--- config.mk ---
export PLATFORM = sky130hd
export DESIGN_NAME = aft_top
export DESIGN_NICKNAME = d
export VERILOG_FILES = /design/src/rtl/aft_cmp.v /design/src/rtl/aft_top.v
export VERILOG_INCLUDE_DIRS = /design/src /design/src/common
export SDC_FILE = /design/constraint.sdc
export NUM_CORES = 1
export LEC_CHECK = 0
export CAP_MARGIN = 10
export CORE_AREA = 2 2 98 100
export CTS_CLUSTER_DIAMETER = 30
export CTS_CLUSTER_SIZE = 8
export DETAILED_ROUTE_END_ITERATION = 10
export DIE_AREA = 0 0 100 102
export DONT_BUFFER_PORTS = 1
export SLEW_MARGIN = 20
export SYNTH_ARGS = -nofsm -noshare
export SYNTH_HDL_FRONTEND = slang
export SYNTH_SLANG_ARGS = --single-unit
--- constraint.sdc ---
create_clock -name mclk -period 3.6 [get_ports mclk]
set_input_delay 0.54 -clock mclk [delete_from_list [all_inputs] [get_ports mclk]]
set_output_delay 0.54 -clock mclk [all_outputs]
set_load 0.03 [all_outputs]
--- src/common/aft_map.vh ---
// Register map, field positions and reset values of the alarm-flag and
// table-select bank. Definitions only; included only by the top-level design file.
`ifndef AFT_MAP_VH
`define AFT_MAP_VH

// Byte offsets on the internal register port
`define AFT_LIMIT_ALARM_FLAGS_OFS 8'h70
`define AFT_ALARM_SUMMARY_OFS 8'h71
`define AFT_RESERVED_FIRST_OFS 8'h72
`define AFT_RESERVED_LAST_OFS 8'h7e
`define AFT_MEMORY_TABLE_SELECT_OFS 8'h7f

// Bit positions inside the limit alarm flag byte
`define AFT_TEMPERATURE_HIGH_BIT 7
`define AFT_TEMPERATURE_LOW_BIT 6
`define AFT_SUPPLY_HIGH_BIT 5
`define AFT_SUPPLY_LOW_BIT 4
`define AFT_MONITOR_A_HIGH_BIT 3
`define AFT_MONITOR_A_LOW_BIT 2
`define AFT_MONITOR_B_HIGH_BIT 1
`define AFT_MONITOR_B_LOW_BIT 0

// Bit position of the summary inside the alarm summary byte
`define AFT_MASKED_SUMMARY_BIT 0

// Table select field
`define AFT_TABLE_SELECT_MSB 1
`define AFT_TABLE_SELECT_LSB 0

// Reset values
`define AFT_LIMIT_ALARM_FLAGS_RST 8'h00
`define AFT_MEMORY_TABLE_SELECT_RST 2'h0
`define AFT_READ_DATA_RST 8'h00
`define AFT_TABLE_ACTIVE_RST 4'h1
`define AFT_SUMMARY_RST 1'h0
`define AFT_RESERVED_RST 8'h00

`endif

--- src/rtl/aft_cmp.v ---
// One channel's limit comparator: flags a measurement above its upper
// limit or below its lower limit. Purely combinational, same clock domain.
`timescale 1ns/10ps

module aft_cmp #(
    parameter WIDTH = 16,
    parameter SIGNED_CMP = 0
) (
    // Measurement and limits
    input wire [WIDTH-1:0] value,
    input wire [WIDTH-1:0] high_limit,
    input wire [WIDTH-1:0] low_limit,
    // Violations
    output wire above_high,
    output wire below_low
);

    wire [WIDTH-1:0] flip;

    // Offset binary turns a signed compare into an unsigned one
    assign flip = (SIGNED_CMP != 0) ? {1'h1, {(WIDTH-1){1'h0}}} : {WIDTH{1'h0}};
    assign above_high = (value ^ flip) > (high_limit ^ flip);
    assign below_low = (value ^ flip) < (low_limit ^ flip);

endmodule

--- src/rtl/aft_top.v ---
// Alarm flags, masked interrupt summary and memory table select.
// Assumes the serial interface, conversion engine and mask storage run on
// mclk and hand over plain same-clock signals; no synchronisers needed.
`timescale 1ns/10ps
`include "aft_map.vh"

module aft_top #(
    parameter MEAS_WIDTH = 16
) (
    // Clock and reset
    input wire mclk,
    input wire resetn,
    // Register port from the serial interface
    input wire [7:0] reg_addr,
    input wire reg_wr,
    input wire [7:0] reg_wdata,
    input wire reg_rd,
    output reg [7:0] reg_rdata_r,
    output reg reg_rvalid_r,
    // Conversion results, one done pulse per channel
    input wire temp_done,
    input wire supply_done,
    input wire monitor_a_done,
    input wire monitor_b_done,
    input wire [MEAS_WIDTH-1:0] temp_meas,
    input wire [MEAS_WIDTH-1:0] supply_meas,
    input wire [MEAS_WIDTH-1:0] analog_monitor_a,
    input wire [MEAS_WIDTH-1:0] analog_monitor_b,
    // Programmed limits
    input wire [MEAS_WIDTH-1:0] temp_high_limit,
    input wire [MEAS_WIDTH-1:0] temp_low_limit,
    input wire [MEAS_WIDTH-1:0] supply_high_limit,
    input wire [MEAS_WIDTH-1:0] supply_low_limit,
    input wire [MEAS_WIDTH-1:0] monitor_a_high_limit,
    input wire [MEAS_WIDTH-1:0] monitor_a_low_limit,
    input wire [MEAS_WIDTH-1:0] monitor_b_high_limit,
    input wire [MEAS_WIDTH-1:0] monitor_b_low_limit,
    // Interrupt enable mask, bit i gates flag bit i
    input wire [7:0] interrupt_enable_mask,
    // Status and table select
    output reg [7:0] limit_alarm_flags_r,
    output reg masked_interrupt_summary_r,
    output reg [1:0] memory_table_select_r,
    output reg [3:0] table_active_r,
    // Open-drain buffer one output
    output reg buf1_out_r,
    output reg buf1_oe_r
);

    localparam NCH = 4;

    // One-hot table decode, applied to the next select value to load the register
    function [3:0] table_onehot;
        input [1:0] sel;
        begin
            table_onehot = 4'h1 << sel;
        end
    endfunction

    // Address match, shared by the write and the read decode so the two
    // can never disagree on where a register lives
    function addr_hit;
        input [7:0] addr;
        input [7:0] ofs;
        begin
            addr_hit = (addr == ofs);
        end
    endfunction

    // Reserved window between the summary and the select byte
    function addr_reserved;
        input [7:0] addr;
        begin
            addr_reserved = (addr >= `AFT_RESERVED_FIRST_OFS) &&
                (addr <= `AFT_RESERVED_LAST_OFS);
        end
    endfunction

    wire [NCH-1:0] done_vec;
    wire [NCH*MEAS_WIDTH-1:0] meas_vec;
    wire [NCH*MEAS_WIDTH-1:0] high_vec;
    wire [NCH*MEAS_WIDTH-1:0] low_vec;
    wire [NCH-1:0] above_vec;
    wire [NCH-1:0] below_vec;
    reg [7:0] limit_alarm_flags_nxt;
    reg [1:0] memory_table_select_nxt;
    reg [7:0] reg_rdata_nxt;
    wire masked_interrupt_summary_nxt;
    wire [7:0] masked_flags_nxt;

    // Channel 3 temperature, 2 supply, 1 monitor A, 0 monitor B
    assign done_vec = {temp_done, supply_done, monitor_a_done, monitor_b_done};
    assign meas_vec = {temp_meas, supply_meas, analog_monitor_a, analog_monitor_b};
    assign high_vec = {temp_high_limit, supply_high_limit,
                       monitor_a_high_limit, monitor_b_high_limit};
    assign low_vec = {temp_low_limit, supply_low_limit,
                      monitor_a_low_limit, monitor_b_low_limit};

    // Only temperature is two's complement
    genvar ch;
    generate
        for (ch = 0; ch < NCH; ch = ch + 1) begin : g_cmp
            aft_cmp #(
                .WIDTH(MEAS_WIDTH),
                .SIGNED_CMP((ch == NCH - 1) ? 1 : 0)
            ) u_cmp (
                .value(meas_vec[ch*MEAS_WIDTH +: MEAS_WIDTH]),
                .high_limit(high_vec[ch*MEAS_WIDTH +: MEAS_WIDTH]),
                .low_limit(low_vec[ch*MEAS_WIDTH +: MEAS_WIDTH]),
                .above_high(above_vec[ch]),
                .below_low(below_vec[ch])
            );
        end
    endgenerate

    // Channel ch owns flag bits 2*ch+1 (high) and 2*ch (low)
    integer i;
    always @* begin
        limit_alarm_flags_nxt = limit_alarm_flags_r;
        for (i = 0; i < NCH; i = i + 1) begin
            // Flags follow only a finished conversion, so a half-updated
            // result never glitches the interrupt
            if (done_vec[i]) begin
                limit_alarm_flags_nxt[2*i+1] = above_vec[i];
                limit_alarm_flags_nxt[2*i] = below_vec[i];
            end
        end
    end

    always @(posedge mclk or negedge resetn) begin
        if (!resetn) begin
            limit_alarm_flags_r <= `AFT_LIMIT_ALARM_FLAGS_RST;
        end else begin
            limit_alarm_flags_r <= limit_alarm_flags_nxt;
        end
    end

    // Per-flag gating by the enable mask
    genvar fb;
    generate
        for (fb = 0; fb < 2 * NCH; fb = fb + 1) begin : g_mask
            assign masked_flags_nxt[fb] =
                limit_alarm_flags_nxt[fb] & interrupt_enable_mask[fb];
        end
    endgenerate

    // Computed from the next flag value so that the summary and the flag
    // byte change on the same edge
    assign masked_interrupt_summary_nxt =
        |masked_flags_nxt;

    always @(posedge mclk or negedge resetn) begin
        if (!resetn) begin
            masked_interrupt_summary_r <= `AFT_SUMMARY_RST;
            buf1_out_r <= 1'h0;
            buf1_oe_r <= `AFT_SUMMARY_RST;
        end else begin
            masked_interrupt_summary_r <= masked_interrupt_summary_nxt;
            // Open drain: pulls low while the summary is set
            buf1_out_r <= 1'h0;
            buf1_oe_r <= masked_interrupt_summary_nxt;
        end
    end

    // Table select write; upper bits are not stored
    always @* begin
        memory_table_select_nxt = memory_table_select_r;
        if (reg_wr && addr_hit(reg_addr, `AFT_MEMORY_TABLE_SELECT_OFS)) begin
            memory_table_select_nxt =
                reg_wdata[`AFT_TABLE_SELECT_MSB:`AFT_TABLE_SELECT_LSB];
        end
    end

    always @(posedge mclk or negedge resetn) begin
        if (!resetn) begin
            memory_table_select_r <= `AFT_MEMORY_TABLE_SELECT_RST;
            table_active_r <= `AFT_TABLE_ACTIVE_RST;
        end else begin
            memory_table_select_r <= memory_table_select_nxt;
            table_active_r <= table_onehot(memory_table_select_nxt);
        end
    end

    // Read decode; unknown and reserved locations answer zero
    always @* begin
        reg_rdata_nxt = 8'h00;
        if (addr_hit(reg_addr, `AFT_LIMIT_ALARM_FLAGS_OFS)) begin
            reg_rdata_nxt = limit_alarm_flags_r;
        end else if (addr_hit(reg_addr, `AFT_ALARM_SUMMARY_OFS)) begin
            reg_rdata_nxt[`AFT_MASKED_SUMMARY_BIT] = masked_interrupt_summary_r;
        end else if (addr_reserved(reg_addr)) begin
            reg_rdata_nxt = `AFT_RESERVED_RST;
        end else if (addr_hit(reg_addr, `AFT_MEMORY_TABLE_SELECT_OFS)) begin
            reg_rdata_nxt[`AFT_TABLE_SELECT_MSB:`AFT_TABLE_SELECT_LSB] =
                memory_table_select_r;
        end else begin
            reg_rdata_nxt = 8'h00;
        end
    end

    // Read data is held until the next read
    always @(posedge mclk or negedge resetn) begin
        if (!resetn) begin
            reg_rdata_r <= `AFT_READ_DATA_RST;
            reg_rvalid_r <= 1'b0;
        end else begin
            reg_rvalid_r <= reg_rd;
            if (reg_rd) begin
                reg_rdata_r <= reg_rdata_nxt;
            end
        end
    end

endmodule
# Yosys cells after proc, flatten, opt, wreduce, memory -nomap -nowiden
# Cells that the tools add are included.
# word_totals
n_memories	0
register_bits	24
latchBits	0
inputBits	224
word_cells	44
mem_bits_rw	0
rom_bits	0
out_inout_bits	26
# classes
mul	0
eq_ne	3
order_cmp	10
bitwise	11
addsub	0
muxes	10
n_div	0
shifts	1
reduce_logical	3
# op_table
op	n
> comparator 16 bit	4
< comparator 16 bit	4
equality test 8 x 7 -> 1 bit, second input constant	3
two-way mux 2 bit	7
AND 1 bit	8
>= comparator 8 x 7 -> 1 bit, second input constant	1
less-or-equal comparator 8 x 7 -> 1 bit, second input constant	1
two-way mux 8 bit	1
OR reduction 8 bit	1
two-way mux 7 bit	1
<< shifter 1 x 2 -> 4 bit, first input constant	1
NOT 1 bit	3
logical AND 1 bit	2
two-way mux 1 bit	1

# Longest topological paths before layout
# depth
word_depth	5
mapped_depth	9
depth_no_buf	9

# By module
# A second synthesis with hierarchy kept.
# hier_totals
cells_unflattened	511
hier_area_um2	4216.5
# by_module_without_submodules
mod	area_per_inst_um2	cells_per_inst	n_inst
aft_cmp (g_cmp[0].u_cmp ...)	795.8	109	3
aft_top	1037.2	76	1
aft_cmp (g_cmp[3].u_cmp)	792.0	108	1

# Least setup slack after synthesis
# No wires, ideal clock.
# synth_path
path_kind	input -> register
startpoint	input port supply_high_limit[14]
endpoint	register buf1_oe_r
setup_ps	124
path_slack_ps	968
t_arrival_ps	2508
cell_stages	9
n_path_buf	0
cell_sequence	inv_1 -> ha_1 -> a21oi_1 -> nand2_1 -> a211o_1 -> or4_4 -> o2111a_1 -> a2111o_1 -> a211o_1
# synth_between
elab_chain_len	4
# synth_lines
element	line	source
start: declaration	aft_top.v:32	input wire [MEAS_WIDTH-1:0] supply_high_limit,
> comparator 16 bit	aft_cmp.v:22	assign above_high = (value ^ flip) > (high_limit ^ flip);
two-way mux 2 bit	aft_top.v:123	if (done_vec[i]) begin
AND 1 bit	aft_top.v:143	limit_alarm_flags_nxt[fb] & interrupt_enable_mask[fb];
OR reduction 8 bit	aft_top.v:150	|masked_flags_nxt;
via masked_interrupt_summary_nxt	aft_top.v:88	wire masked_interrupt_summary_nxt;
end signal: assignment	aft_top.v:156	buf1_oe_r <= `AFT_SUMMARY_RST;
end signal: assignment	aft_top.v:161	buf1_oe_r <= masked_interrupt_summary_nxt;
end: declaration	aft_top.v:47	output reg buf1_oe_r
# The timed path passes the listed nets, and every way through them passes these cells.
# A chain may end at the register's enable or synchronous reset.

# Worst setup path after layout
# Same ends and word-level chain as after synthesis.

==> flow_summary.toml <==
[timing]
fmax_mhz = 399.5
setup_viol_count_final = 0
fin_crit_sh = 0.6953
finalClockSkew_ns = 0.002768
fin_hold_ws_ns = 0.07748
setup_tns_ns = 0
relSlewSlack = 0.5020
grt_setup_unrepaired = "no"
worst_pin_slew_ns = 0.7443
worst_slack_ns = 1.097
min_period_ns = 2.503
slew_viol_final = 0
finalHoldViolations = 0

[run]
max_cap_viol_count = 0

[critical_path]
critPathMaxFanout = 3
reg2reg_from = "limit_alarm_flags_r[2]$_DFF_PN0_"
endpoint_kind = "flop"
path_class = "input port to flop"
timing.rr.end = "buf1_oe_r$_DFF_PN0_"
cp.arrival_ns = 2.66
cp-start-kind = "input port"
cp.required_ns = 3.76
reg2regPathDepth = 6
r2r_slack_ns = 1.48

[placed_design]
place_area_sq_mm = 0.004220
dp_cells = 628
portBuffers = 0
gp_congestion = 0.8358
dp_slack_ns = 0.8192
dp_hpwl_um = 9350

[detailed_routing]
viasPerCell = 5.659
wl_per_cell_um = 16.19
route.detailed.drc = 0
vias = 3582
drt_iter0_markers = 46
antenna_left = 0
routed_wl_um = 10250
dr.pass1.iters = 4

[floorplan]
core_area_sq_mm = 0.009109
ios = 250
die_area_sq_mm = 0.01020
dieWidth_um = 100
die_h_um = 102
core.rowCount = 35
initial_core_util = 0.4501

[yosys]
synth_top_area_cell = "ha_1"
synth-main-ff-cell = "dfrtp_1"
ys_warn_count = 0
mappedNetlistArea_sq_mm = 0.004100
syn_avg_cell_area_sq_um = 7.885
synthMuxAreaShare = 0.007629
syn_inst = 520
synth_edf_count = 0
synth_compound_area_frac = 0.1980
synth.ff_latch_count = 24
async_reset_ff_frac = 1.000
synth-xor-area-share = 0
yosys.area_share.simple = 0.1355
synth.top_cell.area_share = 0.3784
yosysUniqueCellTypes = 46
synth_area_leaders = "ha_1, dfrtp_1, inv_1"
yosysSeqAreaShare = 0.1468
synth_top_family_by_area = "adder cells"
synthAdderAreaFrac = 0.3784
syn_nets = 868

[cts]
cts.sinks = 24
cts.repair.resized = 0
worstSkewPairLatency_ns = 0.26
cts_inserted_buffers = 3
root_buffer = "clkbuf_8"
clk_path_buf_depth = 2
cts_tree = "built"
clk_pin_slew_worst_paths_ns = 0.09
htreeDepth = 1

[cells_and_area]
fillerInstances = 925
final_common_cell = "inv_1"
areaGrowthSynthToFinish_pct = 4.760
num_antenna_cells = 0
layout_common_cells = "inv_1, ha_1, a21oi_1"
drive_gt1_frac = 0.02107
nets = 871
fin_cells = 633
finish.instance_area_sq_mm = 0.004295

[outcome]
status = "complete, no violations"

[power_and_ir_drop]
vdd_drop_max_v = 0.0001397
leakagePower_nw = 2.540
power.density_mw_per_mm2 = 202.4

[global_route]
grt_pass1_vias = 3550
grt_overflow = 0
grt_use_total = 0.1908
grt_pass1_wl_um = 15860
grt_max_degree = 24
grt_antenna_before_repair = 0

[hold_path]
worstHoldPathType = "input port to async pin"
synth_stat cells (2+ instances only):
master,instances
buf_4,2
a21o_1,19
nor2b_1,7
nand4_1,24
dfrtp_1,23
a21boi_0,4
inv_1,140
a2111oi_0,3
nand2b_1,6
o211a_1,3
o21ai_0,17
and3_1,2
nand2_1,14
a2111o_1,2
or4_1,2
a21oi_1,41
o211ai_1,4
mux2i_1,2
a211oi_1,8
a211o_1,5
nor3_1,6
or2_2,2
a31oi_1,2
nor4_1,2
o2111a_1,3
o21a_1,3
nand3_1,17
nor2_1,16
ha_1,124
per-stage QoR:
stage,power [W],utilization
floorplan,0.0006109,-
global placement,0.0006721,0.4633
detailed placement,0.0006868,0.4633
CTS,0.0008888,0.4716
global route,0.0009579,0.4716
finish,0.0008692,0.4716
what timing repair did:
action                                  in CTS  in global routing
endpoints found under the hold margin       23                  0
buffers inserted                             0                  0
hold buffers                                 1                  0
endpoints found under the setup margin       0                  0
final cells by class:
type	instances	area [sq um]	area share
well taps	111	138.9	0.03233
multi-input cells	353	2954	0.6877
inverters	140	525.5	0.1223
flip-flops and latches	24	601.8	0.1401
clock buffers	4	55.05	0.01282
repair buffers	1	20.02	0.004661
worst max-delay path: stages:
cell	delay [ns]
inv_1	0.02
ha_1	0.30
a21oi_1	0.16
nand2_1	0.08
a211o_1	0.30
or4_4	0.54
o2111a_1	0.17
a2111o_1	0.34
a211o_1	0.22
cells by family (layout without fill, tap and decap cells):
| family | after synthesis | count (layout) |
|---|---|---|
| AND/OR/NAND/NOR | 103 | 103 |
| adder cells (fa/ha/maj) | 124 | 124 |
| buffers and inverters | 143 | 145 |
| AO/OA/AOI/OAI | 122 | 122 |
| other | 1 | 1 |
| multiplexers | 3 | 3 |
| flip-flops | 24 | 24 |
state kept, by name (all words and copies together) (netlist names):
| signal | count |
|---|---|
| limit_alarm_flags_r | 8 |
| memory_table_select_r | 2 |
| reg_rvalid_r | 1 |
| table_active_r | 4 |
| buf1_oe_r | 1 |
| reg_rdata_r | 8 |
how the worst max path moves through the flow:
stage	startpoint	endpoint
finish	supply_high_limit[14]	buf1_oe_r$_DFF_PN0_
global route	supply_high_limit[14]	buf1_oe_r$_DFF_PN0_
CTS	supply_high_limit[14]	buf1_oe_r$_DFF_PN0_
detailed placement	supply_high_limit[14]	buf1_oe_r$_DFF_PN0_
global placement	supply_high_limit[14]	buf1_oe_r$_DFF_PN0_
floorplan	supply_high_limit[14]	buf1_oe_r$_DFF_PN0_
where the power goes:
part | switching [W] | internal [W]
Sequential | 0.0000609 | 0.000288
Combinational | 0.000174 | 0.000162
Clock | 0.0000868 | 0.0000976
layer usage:
layer / vias to the layer above / part of all wire / wire length (um) / global-route usage
met5: - / 0 / 0 / 0
met4: 0 / 0.012 / 126 / 0.03688
met3: 14 / 0.080 / 818 / 0.04241
met2: 148 / 0.51 / 5249 / 0.3675
met1: 1593 / 0.40 / 4055 / 0.2170
li1: 1827 / - / - / -
(Power assumes the default switching activity.)
